==> src/hcp_map.vh <==
// Purpose: constants for the host command and power control block
// Assumes: 20 MHz clk, 8-bit registers, 5-bit register address
// Notes: register offsets are register indices on the host port
// How it works
// - auto-reset releases after 35000 times reset capacitance once supplies are valid; the code counts RC_CYC cycles and ignores CRES_PF.
// - two pulled-up straps; grounded one picks parallel or serial host ports.
// - each command executes as soon as it is fully received.
// - DAC output updates only when the upper code byte register is written.
// - commands carry even parity over address, data and parity bits, plus the direction bit on the serial ports.
// - serial direction bit high means write, low means read.
// - parity error discards the command and drives acknowledge high.
// - serial acknowledge valid after select rises until select falls again.
// - parallel acknowledge follows stable inputs; write commits with ack low, select low.
// - writing 01101010 to register 0 holds defaults until another code is written.
// - under master reset, bi-level outputs five to eight show undervoltage and power-on.
// - clearing function bit 7 sleeps; registers and port stay, bits 0-6 disabled.
// - enable bits default 1; clearing powers down mux, comparators, amps, DAC, inputs, ADC.
// - function bit 5 set powers down current source; clear routes it to selected channel.
// - monitor bit 6 routes VCC/6 to non-inverting input, ground to inverting.
// - monitor bit 5 routes VEE/6 to inverting input, ground to non-inverting.
// - monitor bits 4 or 3 route +5V or reference /2 to non-inverting, ground inverting.
// - power bits 2..0 are read-only undervoltage flags for VCC, VEE, +5V.
`ifndef HCP_MAP_VH
`define HCP_MAP_VH
`define HCP_REG_MRST 5'h00
`define HCP_REG_FEN 5'h01
`define HCP_REG_PWR 5'h02
`define HCP_REG_DAC_LO 5'h09
`define HCP_REG_DAC_HI 5'h0A
`define HCP_MRST_CODE 8'h6A
`define HCP_FEN_RST 8'hFF
`define HCP_PWR_RST 8'h00
`define HCP_FEN_CHIP 7
`define HCP_FEN_CSRC_DIS 5
`define HCP_PWR_ALT_IREF 7
`define HCP_PWR_MON_VCC 6
`define HCP_PWR_MON_VEE 5
`define HCP_PWR_MON_5V 4
`define HCP_PWR_MON_VREF 3
`define HCP_RC_K 35000
`define HCP_CLK_MHZ 20
`define HCP_SER_BITS 15
`endif

==> src/hcp_sync.v <==
// Purpose: two-flop synchroniser for a bus of pin inputs
// Assumes: inputs asynchronous to clk
// Notes: first stage read only by second stage
`timescale 1ns/10ps
`default_nettype none
module hcp_sync #(
    parameter W = 1,
    parameter [W-1:0] INIT = {W{1'b0}}
) (
    // clock and reset
    input wire clk,
    input wire resetn,
    // data
    input wire [W-1:0] d,
    output reg [W-1:0] q
);
    reg [W-1:0] meta_r;
    always @(posedge clk) begin
        if (!resetn) begin
            meta_r <= INIT;
            q <= INIT;
        end else begin
            meta_r <= d;
            q <= meta_r;
        end
    end
endmodule
`default_nettype wire

==> src/hcp_top.v <==
// Purpose: host port decode, parity check, reset control and power registers
// Assumes: one 20 MHz clock; all host pins sampled through two flops
// Notes: serial frame w/r, a[4:0], d[7:0], p, msb first, sampled on sclk rise
`timescale 1ns/10ps
`default_nettype none
`include "hcp_map.vh"
module hcp_top #(
    parameter CRES_PF = 1000,
    parameter RC_CYC = 700
) (
    // clock and reset
    input wire clk,
    input wire resetn,
    // reset pin and mode
    input wire auto_reset_mode,
    input wire reset_pin_n,
    input wire supplies_valid,
    // straps
    input wire strap_spi_n,
    input wire strap_par_n,
    // parallel port
    input wire par_ce_n,
    input wire par_we_n,
    input wire par_oe_n,
    input wire [4:0] par_addr,
    input wire [7:0] par_din,
    output reg [7:0] par_dout,
    output wire par_dout_oe_n,
    input wire parallel_parity_line,
    // serial ports a and b
    input wire spi_a_ss_n,
    input wire spi_a_sclk,
    input wire spi_a_mosi,
    input wire spi_b_ss_n,
    input wire spi_b_sclk,
    input wire spi_b_mosi,
    output reg spi_miso,
    output wire spi_miso_oe_n,
    // acknowledge
    output reg ack_n,
    // analog status in
    input wire uv_vcc,
    input wire uv_vee,
    input wire uv_5v,
    input wire por_enable,
    input wire [7:0] bl_cmp,
    // bi-level outputs 1..8
    output reg [7:0] bilevel_out,
    // power controls out
    output reg chip_awake,
    output reg [6:0] fn_power,
    output reg csrc_on,
    output reg [2:0] amp_route,
    output reg use_alt_iref,
    output reg [9:0] dac_code,
    output reg mrst_active
);
    localparam RC_NS = `HCP_RC_K * CRES_PF / 1000;
    localparam RC_CYCLES = (RC_NS * `HCP_CLK_MHZ + 999) / 1000;
    localparam RT_HOLD = 2'd0;
    localparam RT_COUNT = 2'd1;
    localparam RT_RUN = 2'd2;
    localparam AR_NORM = 3'd0;
    localparam AR_VCC = 3'd1;
    localparam AR_VEE = 3'd2;
    localparam AR_5V = 3'd3;
    localparam AR_VREF = 3'd4;

    function even_ok;
        input [14:0] v;
        begin
            even_ok = ~(^v);
        end
    endfunction

    wire [23:0] s_q;
    // reset to idle pin levels so no false edge follows reset
    hcp_sync #(.W(24), .INIT(24'h1F_4800)) u_sync (
        .clk(clk),
        .resetn(resetn),
        .d({auto_reset_mode, reset_pin_n, supplies_valid, strap_spi_n, strap_par_n,
            par_ce_n, par_we_n, par_oe_n, parallel_parity_line, spi_a_ss_n, spi_a_sclk,
            spi_a_mosi, spi_b_ss_n, spi_b_sclk, spi_b_mosi, uv_vcc, uv_vee, uv_5v,
            por_enable, par_addr}),
        .q(s_q)
    );
    reg [7:0] din_s1_r, din_s2_r;
    reg [7:0] blc_s1_r, blc_s2_r;
    always @(posedge clk) begin
        if (!resetn) begin
            din_s1_r <= 8'h00;
            din_s2_r <= 8'h00;
            blc_s1_r <= 8'h00;
            blc_s2_r <= 8'h00;
        end else begin
            din_s1_r <= par_din;
            din_s2_r <= din_s1_r;
            blc_s1_r <= bl_cmp;
            blc_s2_r <= blc_s1_r;
        end
    end
    wire s_auto = s_q[23];
    wire s_rstpin_n = s_q[22];
    wire s_supok = s_q[21];
    wire s_strap_spi_n = s_q[20];
    wire s_strap_par_n = s_q[19];
    wire s_ce_n = s_q[18];
    wire s_we_n = s_q[17];
    wire s_oe_n = s_q[16];
    wire s_parity = s_q[15];
    wire s_a_ss_n = s_q[14];
    wire s_a_sclk = s_q[13];
    wire s_a_mosi = s_q[12];
    wire s_b_ss_n = s_q[11];
    wire s_b_sclk = s_q[10];
    wire s_b_mosi = s_q[9];
    wire s_uv_vcc = s_q[8];
    wire s_uv_vee = s_q[7];
    wire s_uv_5v = s_q[6];
    wire s_por = s_q[5];
    wire [4:0] s_addr = s_q[4:0];

    // power-on reset: pin in manual mode, rc delay after supplies in auto mode
    reg [1:0] rt_state_r;
    reg [31:0] rc_cnt_r;
    always @(posedge clk) begin
        if (!resetn) begin
            rt_state_r <= RT_HOLD;
            rc_cnt_r <= 32'h0000_0000;
        end else begin
            case (rt_state_r)
                RT_HOLD: begin
                    rc_cnt_r <= 32'h0000_0000;
                    if (s_auto && s_supok)
                        rt_state_r <= RT_COUNT;
                    else if (!s_auto && s_rstpin_n)
                        rt_state_r <= RT_RUN;
                end
                RT_COUNT: begin
                    if (!s_supok)
                        rt_state_r <= RT_HOLD;
                    else if (rc_cnt_r >= RC_CYC - 1)
                        rt_state_r <= RT_RUN;
                    else
                        rc_cnt_r <= rc_cnt_r + 32'h0000_0001;
                end
                RT_RUN: begin
                    if ((s_auto && !s_supok) || (!s_auto && !s_rstpin_n))
                        rt_state_r <= RT_HOLD;
                end
                default: rt_state_r <= RT_HOLD;
            endcase
        end
    end
    wire por_hold = (rt_state_r != RT_RUN);

    // strap port selection; serial wins only when its strap alone is grounded
    wire sel_ser = !s_strap_spi_n && s_strap_par_n;
    wire sel_par = !s_strap_par_n && s_strap_spi_n;

    // registers
    reg [7:0] fen_r, pwr_r, dac_lo_r;
    reg mrst_r;
    reg cmd_go;
    reg cmd_wr;
    reg [4:0] cmd_addr;
    reg [7:0] cmd_data;
    wire soft_hold = mrst_r || por_hold;
    wire [7:0] pwr_view = {pwr_r[7:3], s_uv_vcc, s_uv_vee, s_uv_5v};

    always @(posedge clk) begin
        if (!resetn || por_hold) begin
            fen_r <= `HCP_FEN_RST;
            pwr_r <= `HCP_PWR_RST;
            dac_lo_r <= 8'h00;
            dac_code <= 10'h000;
            mrst_r <= 1'b0;
        end else if (cmd_go && cmd_wr) begin
            if (cmd_addr == `HCP_REG_MRST) begin
                mrst_r <= (cmd_data == `HCP_MRST_CODE);
            end else if (mrst_r) begin
                fen_r <= `HCP_FEN_RST;
            end else if (cmd_addr == `HCP_REG_FEN) begin
                fen_r <= cmd_data;
            end else if (cmd_addr == `HCP_REG_PWR) begin
                pwr_r <= {cmd_data[7:3], 3'b000};
            end else if (cmd_addr == `HCP_REG_DAC_LO) begin
                dac_lo_r <= cmd_data;
            end else if (cmd_addr == `HCP_REG_DAC_HI) begin
                dac_code <= {cmd_data[1:0], dac_lo_r};
            end
        end else if (mrst_r) begin
            fen_r <= `HCP_FEN_RST;
            pwr_r <= `HCP_PWR_RST;
            dac_lo_r <= 8'h00;
            dac_code <= 10'h000;
        end
    end

    function [7:0] rd_mux;
        input [4:0] a;
        begin
            if (a == `HCP_REG_FEN)
                rd_mux = fen_r;
            else if (a == `HCP_REG_PWR)
                rd_mux = pwr_view;
            else if (a == `HCP_REG_DAC_LO)
                rd_mux = dac_lo_r;
            else if (a == `HCP_REG_DAC_HI)
                rd_mux = {6'b00_0000, dac_code[9:8]};
            else
                rd_mux = 8'h00;
        end
    endfunction

    // parallel port: check on falling select, commit once ack is low
    reg ce_d_r;
    reg par_busy_r;
    wire par_ok = even_ok({1'b0, s_addr, din_s2_r, s_parity});
    wire par_start = sel_par && ce_d_r && !s_ce_n;
    always @(posedge clk) begin
        if (!resetn) begin
            ce_d_r <= 1'b1;
            par_busy_r <= 1'b0;
        end else begin
            ce_d_r <= s_ce_n;
            par_busy_r <= par_start ? 1'b1 : (s_ce_n ? 1'b0 : par_busy_r);
        end
    end
    assign par_dout_oe_n = !(sel_par && !s_ce_n && !s_oe_n && s_we_n);

    // serial port: active port is whichever select is low
    wire ser_ss_n = !s_a_ss_n ? 1'b0 : s_b_ss_n;
    wire ser_sclk = !s_a_ss_n ? s_a_sclk : s_b_sclk;
    wire ser_mosi = !s_a_ss_n ? s_a_mosi : s_b_mosi;
    reg sclk_d_r, ss_d_r;
    reg [14:0] sh_r;
    reg [3:0] bit_cnt_r;
    reg [7:0] miso_sh_r;
    reg wr_bit_r;
    wire sclk_rise = sel_ser && !ser_ss_n && !sclk_d_r && ser_sclk;
    wire sclk_fall = sel_ser && !ser_ss_n && sclk_d_r && !ser_sclk;
    wire ss_rise = sel_ser && !ss_d_r && ser_ss_n;
    wire ss_fall = sel_ser && ss_d_r && !ser_ss_n;
    wire ser_full = (bit_cnt_r == `HCP_SER_BITS);
    wire ser_ok = even_ok(sh_r);
    always @(posedge clk) begin
        if (!resetn) begin
            sclk_d_r <= 1'b0;
            ss_d_r <= 1'b1;
            sh_r <= 15'h0000;
            bit_cnt_r <= 4'h0;
            miso_sh_r <= 8'h00;
            spi_miso <= 1'b0;
            wr_bit_r <= 1'b1;
        end else begin
            sclk_d_r <= ser_sclk;
            ss_d_r <= ser_ss_n;
            if (ss_fall) begin
                bit_cnt_r <= 4'h0;
            end else if (sclk_rise && bit_cnt_r < 4'd15) begin
                sh_r <= {sh_r[13:0], ser_mosi};
                bit_cnt_r <= bit_cnt_r + 4'h1;
                // direction latched once; it moves up the shifter afterwards
                if (bit_cnt_r == 4'h0)
                    wr_bit_r <= ser_mosi;
                if (bit_cnt_r == 4'd5)
                    miso_sh_r <= rd_mux({sh_r[3:0], ser_mosi});
            end
            if (sclk_fall && bit_cnt_r >= 4'd6 && bit_cnt_r < 4'd14) begin
                spi_miso <= miso_sh_r[7];
                miso_sh_r <= {miso_sh_r[6:0], 1'b0};
            end
        end
    end
    // read data driven from the data field through the parity bit of a read frame
    assign spi_miso_oe_n = !(sel_ser && !ser_ss_n && !wr_bit_r && bit_cnt_r >= 4'd6 && bit_cnt_r < 4'd15);

    // command issue and acknowledge
    always @(*) begin
        cmd_go = 1'b0;
        cmd_wr = 1'b0;
        cmd_addr = 5'h00;
        cmd_data = 8'h00;
        if (par_start && par_ok && !s_we_n) begin
            cmd_go = 1'b1;
            cmd_wr = 1'b1;
            cmd_addr = s_addr;
            cmd_data = din_s2_r;
        end else if (ss_rise && ser_full && ser_ok) begin
            cmd_go = 1'b1;
            cmd_wr = sh_r[14];
            cmd_addr = sh_r[13:9];
            cmd_data = sh_r[8:1];
        end
    end
    always @(posedge clk) begin
        if (!resetn) begin
            ack_n <= 1'b1;
            par_dout <= 8'h00;
        end else begin
            if (par_start) begin
                ack_n <= !par_ok;
                par_dout <= rd_mux(s_addr);
            end else if (ss_rise) begin
                ack_n <= !(ser_full && ser_ok);
            end else if (ss_fall || (par_busy_r && s_ce_n)) begin
                ack_n <= 1'b1;
            end
        end
    end

    // outputs
    wire awake = fen_r[`HCP_FEN_CHIP];
    always @(posedge clk) begin
        if (!resetn) begin
            chip_awake <= 1'b1;
            fn_power <= 7'h7F;
            csrc_on <= 1'b0;
            amp_route <= AR_NORM;
            use_alt_iref <= 1'b0;
            mrst_active <= 1'b0;
            bilevel_out <= 8'h00;
        end else begin
            chip_awake <= awake;
            fn_power <= fen_r[6:0] & {7{awake}};
            csrc_on <= awake && !fen_r[`HCP_FEN_CSRC_DIS];
            use_alt_iref <= pwr_r[`HCP_PWR_ALT_IREF];
            mrst_active <= soft_hold;
            if (pwr_r[`HCP_PWR_MON_VCC])
                amp_route <= AR_VCC;
            else if (pwr_r[`HCP_PWR_MON_VEE])
                amp_route <= AR_VEE;
            else if (pwr_r[`HCP_PWR_MON_5V])
                amp_route <= AR_5V;
            else if (pwr_r[`HCP_PWR_MON_VREF])
                amp_route <= AR_VREF;
            else
                amp_route <= AR_NORM;
            // power-on hold shows the same test view as master reset
            if (soft_hold)
                bilevel_out <= {s_por, s_uv_5v, s_uv_vee, s_uv_vcc, blc_s2_r[3:0]};
            else
                bilevel_out <= blc_s2_r & {8{awake && fen_r[1]}};
        end
    end
endmodule
`default_nettype wire

==> config.mk <==
export PLATFORM = sky130hd
export DESIGN_NAME = hcp_top
export DESIGN_NICKNAME = d
export VERILOG_FILES = /design/src/hcp_sync.v /design/src/hcp_top.v
export VERILOG_INCLUDE_DIRS = /design/src /design/src/src
export SDC_FILE = /design/constraint.sdc
export NUM_CORES = 1
export LEC_CHECK = 0
export ABC_AREA = 1
export BUFFER_PORTS_ARGS = -buffer_cell sky130_fd_sc_hd__buf_2
export CORE_MARGIN = 1
export CORE_UTILIZATION = 56
export DETAILED_ROUTE_END_ITERATION = 7
export PLACE_DENSITY = 0.84
export REMOVE_ABC_BUFFERS = 1
export SETUP_SLACK_MARGIN = 0.15
export SLEW_MARGIN = 25
export SYNTH_ARGS = -nofsm -noshare
export SYNTH_HDL_FRONTEND = slang
export SYNTH_HIERARCHICAL = 1
export SYNTH_SLANG_ARGS = --single-unit
export TNS_END_PERCENT = 1
==> constraint.sdc <==
create_clock -name clk -period 4.9 [get_ports clk]
set_clock_uncertainty 0.1 [all_clocks]
set_input_delay 0.245 -clock clk [delete_from_list [all_inputs] [get_ports clk]]
set_output_delay 0.245 -clock clk [all_outputs]
set_load 0.005 [all_outputs]
### Yosys cells after proc, flatten, opt, wreduce, memory -nomap -nowiden

Index checks and enable logic that the tools add are counted.

| storage, ports and cells | value |
|---|---|
| bits of input ports | 42 |
| register bits after elaboration | 213 |
| word-level logic and storage cells | 229 |

| operators by class | value |
|---|---|
| reductions and logical operators | 87 |
| $lt $le $gt $ge | 4 |
| bitwise gates (word level) | 6 |
| $add $sub $neg | 2 |
| multiplexer cells | 67 |
| equal/unequal tests | 29 |

Operator list:

| kind | count |
|---|---|
| $mux 8 | 30 |
| $mux 10 | 8 |
| $mux 32 | 2 |
| $pmux 32 s2 | 1 |
| $logic_and 1x1->1 | 35 |
| $add 32x1->32 const B | 1 |
| $ge 32x10->1 const B | 1 |
| $eq 5x4->1 const B | 6 |
| $reduce_xor 15->1 | 2 |
| $logic_not 1->1 | 18 |
| $mux 2 | 9 |
| $reduce_and 3->1 | 6 |
| $eq 5x1->1 const B | 3 |
| $eq 5x2->1 const B | 3 |
| $ne 3x3->1 const B | 5 |
| $reduce_bool 3->1 | 5 |
| $mux 1 | 13 |
| $mux 5 | 2 |
| $ne 2x2->1 const B | 5 |
| $reduce_bool 2->1 | 5 |
| $and 8x8->8 | 1 |
| $eq 8x7->1 const B | 1 |
| $lt 4x4->1 const B | 2 |
| $and 7x7->7 | 1 |
| 20 further kinds | 30 |

### Depth between registers and ports, before layout

Gate-level depths: netlist (run 1).

| logic depth | value |
|---|---|
| word-level depth | 16 |
| depth in mapped cells | 23 |

### Cells and area by module

The synthesis (run 1) kept the hierarchy.

Modules (own cells, without submodules):

| module | area an instance (um^2) | times used | sequential area each (um^2) | cells each |
|---|---|---|---|---|
| hcp_top | 7163.1 | 1 | 3243.1 | 1034 |
| hcp_sync | 1357.6 | 1 | 960.9 | 149 |

### Worst setup path after synthesis (run 1)

Ideal clock, no wire load.

| timing path | value |
|---|---|
| path kind | register to register |
| start point | register bit_cnt_r[0] |
| end point | register dac_code[9] |
| setup slack | 2.747 ns |
| arrival time | 1.940 ns |
| required time | 4.687 ns |
| path buffers | 1 |
| stages on the path, launching flop included | 18 |
| cell sequence | dfxtp_1 -> ha_1 -> inv_1 -> nor3_1 -> inv_1 -> nor2_2 -> nand3_1 -> nand2_1 -> nand2_1 -> nand2_1 -> inv_2 -> nand2_2 -> nand2_2 -> nand2_4 -> buf_2 -> nand4_1 -> nand2_1 -> nor2_1 |

| on the way | value |
|---|---|
| cells in the longest elaborated chain, start to end | 12 |

RTL lines:

| item | line | RTL |
|---|---|---|
| from (decl) | hcp_top.v:238 | `reg [3:0] bit_cnt_r;` |
| from (signal assigned) | hcp_top.v:263 | `bit_cnt_r <= bit_cnt_r + 4'h1;` |
| $eq 4x4->1 (no line) (*) | -- |  |
| $logic_and 1x1->1 (*) (2 in a row) | hcp_top.v:290 | `end else if (ss_rise && ser_full && ser_ok) begin` |
| $mux 8 | hcp_top.v:290 |  |
| $mux 8 | hcp_top.v:285 | `if (par_start && par_ok && !s_we_n) begin` |
| $mux 10 | hcp_top.v:189 | `` end else if (cmd_addr == `HCP_REG_DAC_HI) begin `` |
| $mux 10 | hcp_top.v:187 | `` end else if (cmd_addr == `HCP_REG_DAC_LO) begin `` |
| $mux 10 | hcp_top.v:185 | `` end else if (cmd_addr == `HCP_REG_PWR) begin `` |
| $mux 10 | hcp_top.v:183 | `` end else if (cmd_addr == `HCP_REG_FEN) begin `` |
| $mux 10 | hcp_top.v:181 | `end else if (mrst_r) begin` |
| $mux 10 | hcp_top.v:179 | `` if (cmd_addr == `HCP_REG_MRST) begin `` |
| $mux 10 | hcp_top.v:178 | `end else if (cmd_go && cmd_wr) begin` |
| to (signal assigned) | hcp_top.v:190 | `dac_code <= {cmd_data[1:0], dac_lo_r};` |
| to (decl) | hcp_top.v:55 | `output reg [9:0] dac_code,` |

Every way passes the cells marked *; elsewhere a longest branch is shown, timed or not. The select of a mux whose other input is x is not followed.
A chain may end at the register's enable or synchronous reset.

### Final worst setup path (run 1)

| timing path | value |
|---|---|
| start point | register bit_cnt_r[1] |
| end point | register dac_lo_r[0] |

| on the way | value |
|---|---|
| cells in the longest elaborated chain, start to end | 11 |

RTL lines:

| item | line | RTL |
|---|---|---|
| $eq 4x4->1 (no line) (*) | -- |  |
| $logic_and 1x1->1 (*) (2 in a row) | hcp_top.v:290 |  |
| $mux 8 | hcp_top.v:290 |  |
| $mux 8 | hcp_top.v:285 |  |
| $mux 8 | hcp_top.v:187 |  |
| $mux 8 | hcp_top.v:185 |  |
| $mux 8 | hcp_top.v:183 |  |
| $mux 8 | hcp_top.v:181 |  |
| $mux 8 | hcp_top.v:179 |  |
| $mux 8 | hcp_top.v:178 |  |
| to (signal assigned) | hcp_top.v:188 | `dac_lo_r <= cmd_data;` |
| to (decl) | hcp_top.v:162 | `reg [7:0] fen_r, pwr_r, dac_lo_r;` |

Marked as above.

==> results.yml, run 1 <==
run_status:
  status: "finished, violations left"
  failed_checks: "design-rule violations"
global_route:
  grt.busiest_layer: "met2"
  gr-total-overflow: 0
  antenna_found_initial: 0
  grt_max_degree: 91
  grt_pass1_wl_um: 32100
  use_met3_pct: 3.68
  grt_util_met1_pct: 30.6
  grt_pass1_vias: 7232
  grt_util_met2_pct: 43.2
  gr-usage-all-layers_pct: 24.7
synth:
  synth-seq-area-share_pct: 49.3
  synth_xor_area_share_pct: 0.822
  netlist.top_cell.by_area: "dfxtp_1"
  syn_inst: 1183
  yosysTopAreaCellShare_pct: 49.3
  synth-edff-count: 0
  synth_top_family_by_area: "simple AND/OR/NAND/NOR gates"
  synth-main-ff-cell: "dfxtp_1"
  synth_compound_area_share_pct: 9.50
  async_flop_share_pct: 0
  yosysUniqueCellTypes: 44
  yosys_warnings: 6
  synthAdderAreaFrac_pct: 0.587
  yosys.area_share.simple_pct: 28.4
  ys_ff_latch: 210
  synthMuxAreaShare_pct: 0
  synthTopCellsByCount: "342 x nand2_1, 210 x dfxtp_1, 194 x inv_1"
  synthMostInstantiatedCell: "nand2_1"
  yosys-top-cells-area: "dfxtp_1 49%, nand2_1 15%, inv_1 8.5%, nor2_1 4.8%, o21ai_0 3.5%"
  syn_area_per_cell_um2: 7.20
  synth_area_um2: 8520
timing:
  finalSetupViolations: 0
  setup_ws_ns: 1.77
  max_freq_mhz: 319
  fin_crit_ns: 3.13
  maxSlewHeadroom_pct: 38.2
  rsz0062_at_grt: "false"
  whs_ns: 0.300
  worstMarginPinSlew_ns: 0.903
  tns_ns: 0
  maxSlewViolCount: 0
  period_share_pct: 63.9
  hold_violations: 0
cts:
  cts_resized: 0
  clk_latency_ns: 0.51
  clockBufferDepth: 3
  cts_setup_buffers: 0
  htree_num_levels: 1
  cts_tree: "built"
  path_clk_slew_ns: 0.06
  cts-root-buf: "clkbuf_16"
  clock_sinks: 210
  numCtsBuffers: 22
  ctsHoldBuffers: 41
die:
  ios: 86
  row_count: 44
  start_util_pct: 58.0
  fp.dieArea_um2: 15700
  die_h_um: 125
  core_area_um2: 14700
  die_w_um: 125
setup_path:
  crit_fanout: 20
  worstPathRequired_ns: 5.24
  crit_chain: "ha_1, inv_1, nor3_1, inv_1, nor2_2, nand2_2, o21ai_2, nand2_1, nand2_4, nand3_2, nand2_1, nand2_1, nor2_1"
  critPathKind: "reg2reg"
  cp-start-kind: "flop"
  path_common_cell: "nand2_1"
  critPathSlowestCell: "o21ai_2"
  cp.arrival_ns: 3.47
  max_stage_delay_ns: 0.64
  critPathCaptureType: "flop"
cells_and_area:
  drive_gt1_share_pct: 12.3
  diodes: 0
  fillers: 1164
  layout.nets: 1347
  area_growth_pct: 20.7
power_and_ir_drop:
  p_total_w: 0.00381
  p_leak_nw: 5.03
  peakVddDrop_mv: 0.271
  p_per_area_nw_per_um2: 370
drt:
  drcViolationCount: 9
  vias: 7619
  vias_per_cell: 5.08
  ant_nets: 0
  drtIter0Drc: 506
  firstDrtPassIters: 8
  wirelength_um: 19200
  wl_per_cell_um: 12.8
place:
  place_ws_ns: 1.86
  gp_congestion: 0.925
  portBuffers: 85
  dp_hpwl_um: 12600
job:
  maxCapViolations: 0
hold_path:
  hold_path_class: "reg2reg"
## path summary, 6_finish.rpt
check                         start           end  slack [ns]  cells past startpoint
setup / recovery       bit_cnt_r[1]   dac_lo_r[0]        1.77                     13
hold / removal    u_sync/meta_r[14]  u_sync/q[14]        0.30                      2
setup reg to reg       bit_cnt_r[1]   dac_lo_r[0]        1.77                     13
hold reg to reg   u_sync/meta_r[14]  u_sync/q[14]        0.30                      2
## cells in the final DEF, fill, tap and decap left out, drive strengths merged
cell | netlist | routed
a41oi | 6 | 6
o21a | 1 | 1
clkbuf | 22 | 27
a2111oi | 2 | 2
a31oi | 7 | 7
a221oi | 4 | 4
nand3 | 56 | 56
inv | 209 | 209
dfxtp | 210 | 210
buf | 13 | 88
xor2 | 4 | 4
nor4b | 1 | 1
o311ai | 1 | 1
o41ai | 1 | 1
nand3b | 3 | 3
clkinv | 2 | 8
bufinv | 0 | 6
or2 | 2 | 2
o2111ai | 2 | 2
nand2 | 349 | 349
xnor2 | 4 | 4
nor4 | 5 | 5
a211oi | 2 | 2
o221ai | 3 | 3
ha | 4 | 4
nand4 | 22 | 22
nor3 | 26 | 26
o211ai | 2 | 2
o22ai | 5 | 5
a22oi | 1 | 1
dlygate4sd3 | 0 | 41
nor2 | 111 | 111
a21oi | 42 | 42
o21ai | 61 | 61
## final cells by class
type | instances | area, µm² | area share, %
Sequential cell | 210 | 4200 | 40.9
Multi-Input combinational cell | 727 | 3370 | 32.8
Timing Repair Buffer | 129 | 861 | 8.37
Inverter | 211 | 792 | 7.70
Clock buffer | 27 | 609 | 5.92
Tap cell | 184 | 230 | 2.24
Clock inverter | 12 | 221 | 2.15
## per-layer routing
layer	vias to the layer above	routed length, µm
li1	3919	-
met1	3413	8350
met2	237	9090
met3	50	1150
met4	0	554
met5	-	0
## critical path, delay by kind of cell (launching register included)
family | cells | cell delay (ns)
adders and majority gates | 1 | 0.21
AOI/OAI and AO/OA | 1 | 0.64
and+or+nand+nor | 9 | 1.54
DFF | 1 | 0.40
buffers and inverters | 2 | 0.16
## state kept, by name, summed over array words and instances, names as in the netlist, 10 cells and up
name and count:
sh_r 15, u_sync/meta_r 24, u_sync/q 24, rc_cnt_r 32, dac_code 10
## per-stage QoR
| stage | instances | area, µm² | utilization, % |
|---|---|---|---|
| floorplan | 1148 | 8350 | - |
| global placement | 1420 | 9030 | 61.4 |
| detailed placement | 1420 | 9040 | 61.5 |
| CTS | 1500 | 10300 | 69.9 |
| global route | 1500 | 10300 | 70.0 |
| finish | 1500 | 10300 | 70.0 |
## report_power, final
group          switching, W  internal (W)  leakage [nW]
Combinational      0.000102     0.0000704          2.90
Clock              0.000678       0.00120         0.412
Sequential        0.0000166       0.00174          1.71
Total              0.000797       0.00301          5.03
## cell families after synthesis
kind of cell / Yosys count
and+or+nand+nor: 575
buffers and inverters: 246
DFF: 210
AOI/OAI and AO/OA: 140
xor gates and xnor gates: 8
adders and majority gates: 4
Power figures use the tool's default switching activity.
==> run 2: changes to the inputs <==
- ABC_AREA: 1 -> 0
- CORE_UTILIZATION: 56 -> 53
- clock period: 4.9 -> 2.85 ns (I/O delays scaled with it)
==> run 2 against run 1 <==
Against the previous run:
- the run now ends clean
- critical endpoint is now pwr_r[3]
- sequential share of layout area is 0.86 points lower
- cell area is 2.4% higher
- die area is 4.6% higher
- fmax is 17% higher
- synthesized area is 0.97% lower
- via count is 9.6% lower
- flip-flop and latch count stayed put
- core utilization is 1.5 points lower
- cell count is 17% lower
- total power is 69% higher
- worst setup slack worse by 1.6 ns
- global-route usage is 0.76 points lower
==> results.yml, run 2 <==
drt:
  wirelength_um: 19400
  vias: 6888
  vias_per_cell: 5.52
  ant_nets: 0
  drcViolationCount: 0
  wl_per_cell_um: 15.5
  drtIter0Drc: 705
  firstDrtPassIters: 7
die:
  die_h_um: 128
  die_w_um: 128
  row_count: 45
  start_util_pct: 54.9
  fp.dieArea_um2: 16400
  ios: 86
  core_area_um2: 15400
cells_and_area:
  area_growth_pct: 24.8
  finish.utilization_pct: 68.5
  final_common_cell: "dfxtp_1"
  largest_reg_flops: 32
  layout.nets: 1069
  reg_top3: "rc_cnt_r (32), u_sync/meta_r (24), u_sync/q (24)"
  final_cell_mix: "204 x dfxtp_1, 91 x nand2_1, 84 x buf_2"
  top_register: "rc_cnt_r"
  drive_gt1_share_pct: 19.9
  diodes: 0
synth:
  syn_area_per_cell_um2: 9.67
  synth_top_family_by_area: "simple AND/OR/NAND/NOR gates"
  yosysUniqueCellTypes: 78
  synthTopCellsByCount: "210 x dfxtp_1, 91 x nand2_1, 83 x and2_1"
  synth_area_um2: 8440
  synth_compound_area_share_pct: 14.4
  yosys-top-cells-area: "dfxtp_1 50%, and2_1 6.2%, nand2_1 4.0%, mux2i_1 3.4%, nor2_1 2.1%"
  netlist.top_cell.by_area: "dfxtp_1"
  syn_inst: 873
  ys_ff_latch: 210
  synth-seq-area-share_pct: 49.8
  yosys_warnings: 6
  synthAdderAreaFrac_pct: 0.593
  yosys.area_share.simple_pct: 23.2
  async_flop_share_pct: 0
  yosysTopAreaCellShare_pct: 49.8
  synth_xor_area_share_pct: 4.34
  synthMostInstantiatedCell: "dfxtp_1"
  synth-edff-count: 0
  synthMuxAreaShare_pct: 3.57
  synth-main-ff-cell: "dfxtp_1"
timing:
  maxSlewHeadroom_pct: 46.9
  setup_ws_ns: 0.177
  period_share_pct: 93.8
  fin_crit_ns: 2.67
  max_freq_mhz: 374
  maxSlewViolCount: 0
  finalSetupViolations: 0
  hold_violations: 0
  worstMarginPinSlew_ns: 0.794
  rsz0062_at_grt: "true"
  whs_ns: 0.268
cts:
  path_clk_slew_ns: 0.06
  clockBufferDepth: 3
  clock_sinks: 210
  numCtsBuffers: 20
  clk_latency_ns: 0.49
  htree_num_levels: 1
  cts-root-buf: "clkbuf_16"
  cts_tree: "built"
setup_path:
  critPathCaptureType: "flop"
  critPathSlowestCell: "xor3_2"
  crit_fanout: 6
  r2r-end: "pwr_r[3]"
  critPathKind: "reg2reg"
  worstPathRequired_ns: 3.16
  crit_buf_inv: 1
  reg2reg_slack_ns: 0.18
  crit_chain: "xnor2_2, xnor3_1, xor3_2, a32oi_1, buf_4, a22o_1, a31o_1, mux2i_1"
  cp-start-kind: "flop"
  cp_top_family: "XOR/XNOR gates"
  cp.arrival_ns: 2.98
  max_stage_delay_ns: 0.48
  reg2reg_from: "u_sync/q[15]"
  reg2reg_depth: 8
global_route:
  grt_pass1_wl_um: 31700
  antenna_found_initial: 0
  gr-total-overflow: 0
  gr-usage-all-layers_pct: 23.9
  grt_max_degree: 93
  grt_pass1_vias: 6416
power_and_ir_drop:
  intPower_w: 0.00513
  p_per_area_nw_per_um2: 610
  p_switching_w: 0.00129
  p_sw_share_pct: 20.1
  combPwrFrac_pct: 6.1
  peakVddDrop_mv: 0.475
  pwr-share-seq_pct: 47.0
  p_leak_nw: 4.48
  p_clk_share_pct: 46.9
place:
  dp_hpwl_um: 12700
  gp_congestion: 0.893
  portBuffers: 85
  place_ws_ns: -0.196
hold_path:
  holdPathEnd: "u_sync/meta_r[18]"
  min_from: "par_ce_n"
  hold_path_class: "in2reg"
  hold_depth: 3
run_status:
  status: "finished, final reports clean"
job:
  maxCapViolations: 0
## run 2: changes by cell type after synthesis, moves of 22 or more
cell,previous run,this run
and2_1,0,83
a21boi_0,0,23
inv_1,194,16
nor2_1,108,47
nand2_1,342,91
nand3_1,53,30
o21ai_0,59,35
mux2i_1,0,29
a21oi_1,42,20
## run 2: area by class of cell
class	instances	area [µm²]
Tap cell	211	264
Multi-Input combinational cell	596	3960
Clock inverter	9	174
Inverter	16	60.1
Timing Repair Buffer	179	1260
Fill cell	1192	4840
Clock buffer	27	598
Sequential cell	210	4210
## run 2: routing by layer
layer / global-route usage, % / vias up / part of all wire (%)
met2: 39.2 / 253 / 47
li1: - / 3351 / -
met5: 0 / - / 0
met1: 31.9 / 3235 / 43
met3: 3.63 / 49 / 6.2
met4: 9.13 / 0 / 2.8
## run 2: worst register-to-register path, cell delays in order (launching register included)
cell     delay (ns)
dfxtp_2        0.33
xnor2_2        0.14
xnor3_1        0.44
xor3_2         0.48
a32oi_1        0.24
buf_4          0.17
a22o_1         0.15
a31o_1         0.31
mux2i_1        0.24
## run 2: power groups by stage
| stage | logic (W) | registers [W] | clock network, W |
|---|---|---|---|
| global route | 0.000424 | 0.00302 | 0.00319 |
| global placement | 0.000305 | 0.00308 | 0 |
| detailed placement | 0.000311 | 0.00309 | 0 |
| finish | 0.000389 | 0.00302 | 0.00301 |
| floorplan | 0.000174 | 0.00308 | 0 |
| CTS | 0.000355 | 0.00302 | 0.00306 |
## run 2: worst max-delay path by stage
| stage | start | to | cells past startpoint |
|---|---|---|---|
| CTS | din_s2_r[5] | mrst_r | 8 |
| finish | u_sync/q[15] | pwr_r[3] | 8 |
| floorplan | ce_d_r | dac_code[0] | 6 |
| global placement | din_s2_r[5] | dac_code[6] | 7 |
| global route | din_s2_r[7] | pwr_r[3] | 8 |
| detailed placement | din_s2_r[5] | dac_code[5] | 7 |
## run 2: metrics by stage
| stage | instance area [µm²] | std cells | setup TNS [ns] | total power (W) |
|---|---|---|---|---|
| floorplan | 8160 | 822 | -22.63 | 0.00326 |
| global placement | 9210 | 1163 | -0.865 | 0.00339 |
| detailed placement | 9210 | 1163 | -1.68 | 0.00340 |
| CTS | 10400 | 1241 | 0 | 0.00644 |
| global route | 10500 | 1248 | 0 | 0.00664 |
| finish | 10500 | 1248 | 0 | 0.00642 |
## run 2: what timing repair did
item / in CTS / in global routing
pin swaps: 2 / 7
hold endpoints to repair: 41 / 0
hold buffers: 41 / 0
buffers inserted: 1 / 7
endpoints found under the setup margin: 11 / 32
gates resized for setup: 4 / 14
## run 2: kinds of logic after synthesis
kind of cell	count (synthesis)
DFF	210
buffers and inverters	67
AOI/OAI and AO/OA	168
and+or+nand+nor	363
xor gates and xnor gates	31
muxes	30
adders and majority gates	4
==> run 3: changes to the inputs <==
- CORE_UTILIZATION: 53 -> 36
- PLACE_DENSITY: 0.84 -> 0.63
==> run 3 against run 2 <==
Against the previous run:
- first-iteration DRC count decreased by 40%
- fmax increased by 0.68%
- global-route usage decreased by 7.4 points
- routed wire length increased by 1.6%
- critical path type unchanged
- sequential power about the same
- cell area increased by 0.26%
- worst setup slack improved by 0.018 ns
- hold slack got worse by 0.014 ns
- die area increased by 46%
==> results.yml, run 3 (synthesis gave the netlist of run 2 again) <==
place:
  dp_hpwl_um: 13800
  place_ws_ns: -0.156
  portBuffers: 85
  place_inst: 1266
  placed_area_um2: 9340
  gp_congestion: 0.869
timing:
  setup_ws_ns: 0.195
  max_freq_mhz: 377
  hold_violations: 0
  worstMarginPinSlew_ns: 0.952
  maxSlewViolCount: 0
  finalSetupViolations: 0
  rsz0062_at_grt: "true"
  maxSlewHeadroom_pct: 36.1
  fin_crit_ns: 2.65
  period_share_pct: 93.1
setup_path:
  cp.arrival_ns: 2.97
  cp-start-kind: "flop"
  critPathKind: "reg2reg"
  critPathCaptureType: "flop"
  crit_fanout: 11
  worstPathRequired_ns: 3.17
power_and_ir_drop:
  pwr-share-seq_pct: 48.8
  p_sw_share_pct: 21.4
  peakVddDrop_mv: 0.317
  p_switching_w: 0.00133
  p_leak_nw: 4.42
  p_per_area_nw_per_um2: 587
  p_total_w: 0.00620
  combPwrFrac_pct: 5.7
  p_clk_share_pct: 45.6
  intPower_w: 0.00487
cells_and_area:
  design_area_um2: 10600
  final_cells: 1349
  area_growth_pct: 25.1
  drive_gt1_share_pct: 19.1
  register_area_um2: 4200
  final_cell_mix: "210 x dfxtp_1, 91 x nand2_1, 84 x buf_2"
  reg_top3: "rc_cnt_r (32), u_sync/meta_r (24), u_sync/q (24)"
  multi_input_comb_area_um2: 3960
  final_common_cell: "dfxtp_1"
  fillers: 2263
  top_register: "rc_cnt_r"
  layout.nets: 1066
  diodes: 0
  largest_reg_flops: 32
drt:
  drtIter0Drc: 424
  firstDrtPassIters: 5
  ant_nets: 0
  wirelength_um: 19700
  drcViolationCount: 0
  wl_per_cell_um: 14.6
  vias: 6629
  vias_per_cell: 4.91
global_route:
  gr-usage-all-layers_pct: 16.6
  gr-total-overflow: 0
  antenna_found_initial: 0
  grt_max_degree: 98
  grt_pass1_vias: 6301
  grt_pass1_wl_um: 32400
cts:
  clockBufferDepth: 3
  path_clk_slew_ns: 0.06
  clk_latency_ns: 0.50
  cts-root-buf: "clkbuf_16"
  cts_tree: "built"
  clock_sinks: 210
  htree_num_levels: 1
  numCtsBuffers: 23
job:
  maxCapViolations: 0
die:
  ios: 86
  die_w_um: 155
  die_h_um: 155
  fp.dieArea_um2: 24100
  start_util_pct: 36.9
  row_count: 55
  core_area_um2: 22800
hold_path:
  hold_path_class: "in2reg"
run_status:
  status: "finished, final reports clean"
-- run 3: cell type report --
class / instances / area share, %
clock buffers: 33 / 6.56
clock inverters: 8 / 0.438
inverters: 16 / 0.569
multi-input cells: 596 / 37.5
flip-flops and latches: 210 / 39.8
well taps: 313 / 3.71
repair buffers: 173 / 11.4
-- run 3: power groups by stage --
stage | clock, W | sequential (W) | combinational, W
floorplan | 0 | 0.00308 | 0.000174
global route | 0.00301 | 0.00303 | 0.000386
finish | 0.00282 | 0.00302 | 0.000352
CTS | 0.00291 | 0.00302 | 0.000357
detailed placement | 0 | 0.00309 | 0.000312
global placement | 0 | 0.00309 | 0.000312
-- run 3: worst paths after layout --
check / depth (start not counted) / end / from / slack (ns)
max: 9 / mrst_r / sh_r[8] / 0.20
min: 3 / u_sync/meta_r[14] / spi_a_ss_n / 0.25
max reg2reg: 9 / mrst_r / sh_r[8] / 0.20
min reg2reg: 1 / u_sync/q[14] / u_sync/meta_r[14] / 0.31
-- run 3: per-stage QoR --
stage	hold slack (ns)	util, %	setup TNS, ns
after global placement	0.225	40.9	-1.34
after global routing	0.271	46.2	0
final	0.254	46.2	0
after floorplan	0.104	-	-22.63
after CTS	0.239	46.1	0
after detailed placement	0.227	40.9	-1.48
-- run 3: repair_timing --
| item | in CTS | in global routing |
|---|---|---|
| pin swaps | 1 | 3 |
| resized for setup | 5 | 4 |
| setup endpoints to repair | 31 | 32 |
| hold endpoints to repair | 47 | 0 |
| setup buffers | 1 | 0 |
| hold buffers | 41 | 0 |
-- run 3: routing by layer --
metal	up-vias	wire [µm]	global-route usage, %
met3	17	954	2.42
met1	3097	9420	22.8
li1	3347	-	-
met2	168	9080	27.3
met4	0	237	3.96
met5	-	0	0
-- run 3: critical path: stages (launching register included) --
cell     delay [ns]
dfxtp_1        0.41
xnor2_1        0.18
xnor3_1        0.35
xnor3_2        0.30
buf_4          0.13
and2_1         0.27
buf_4          0.23
a41oi_1        0.06
o32a_1         0.32
o31ai_1        0.22
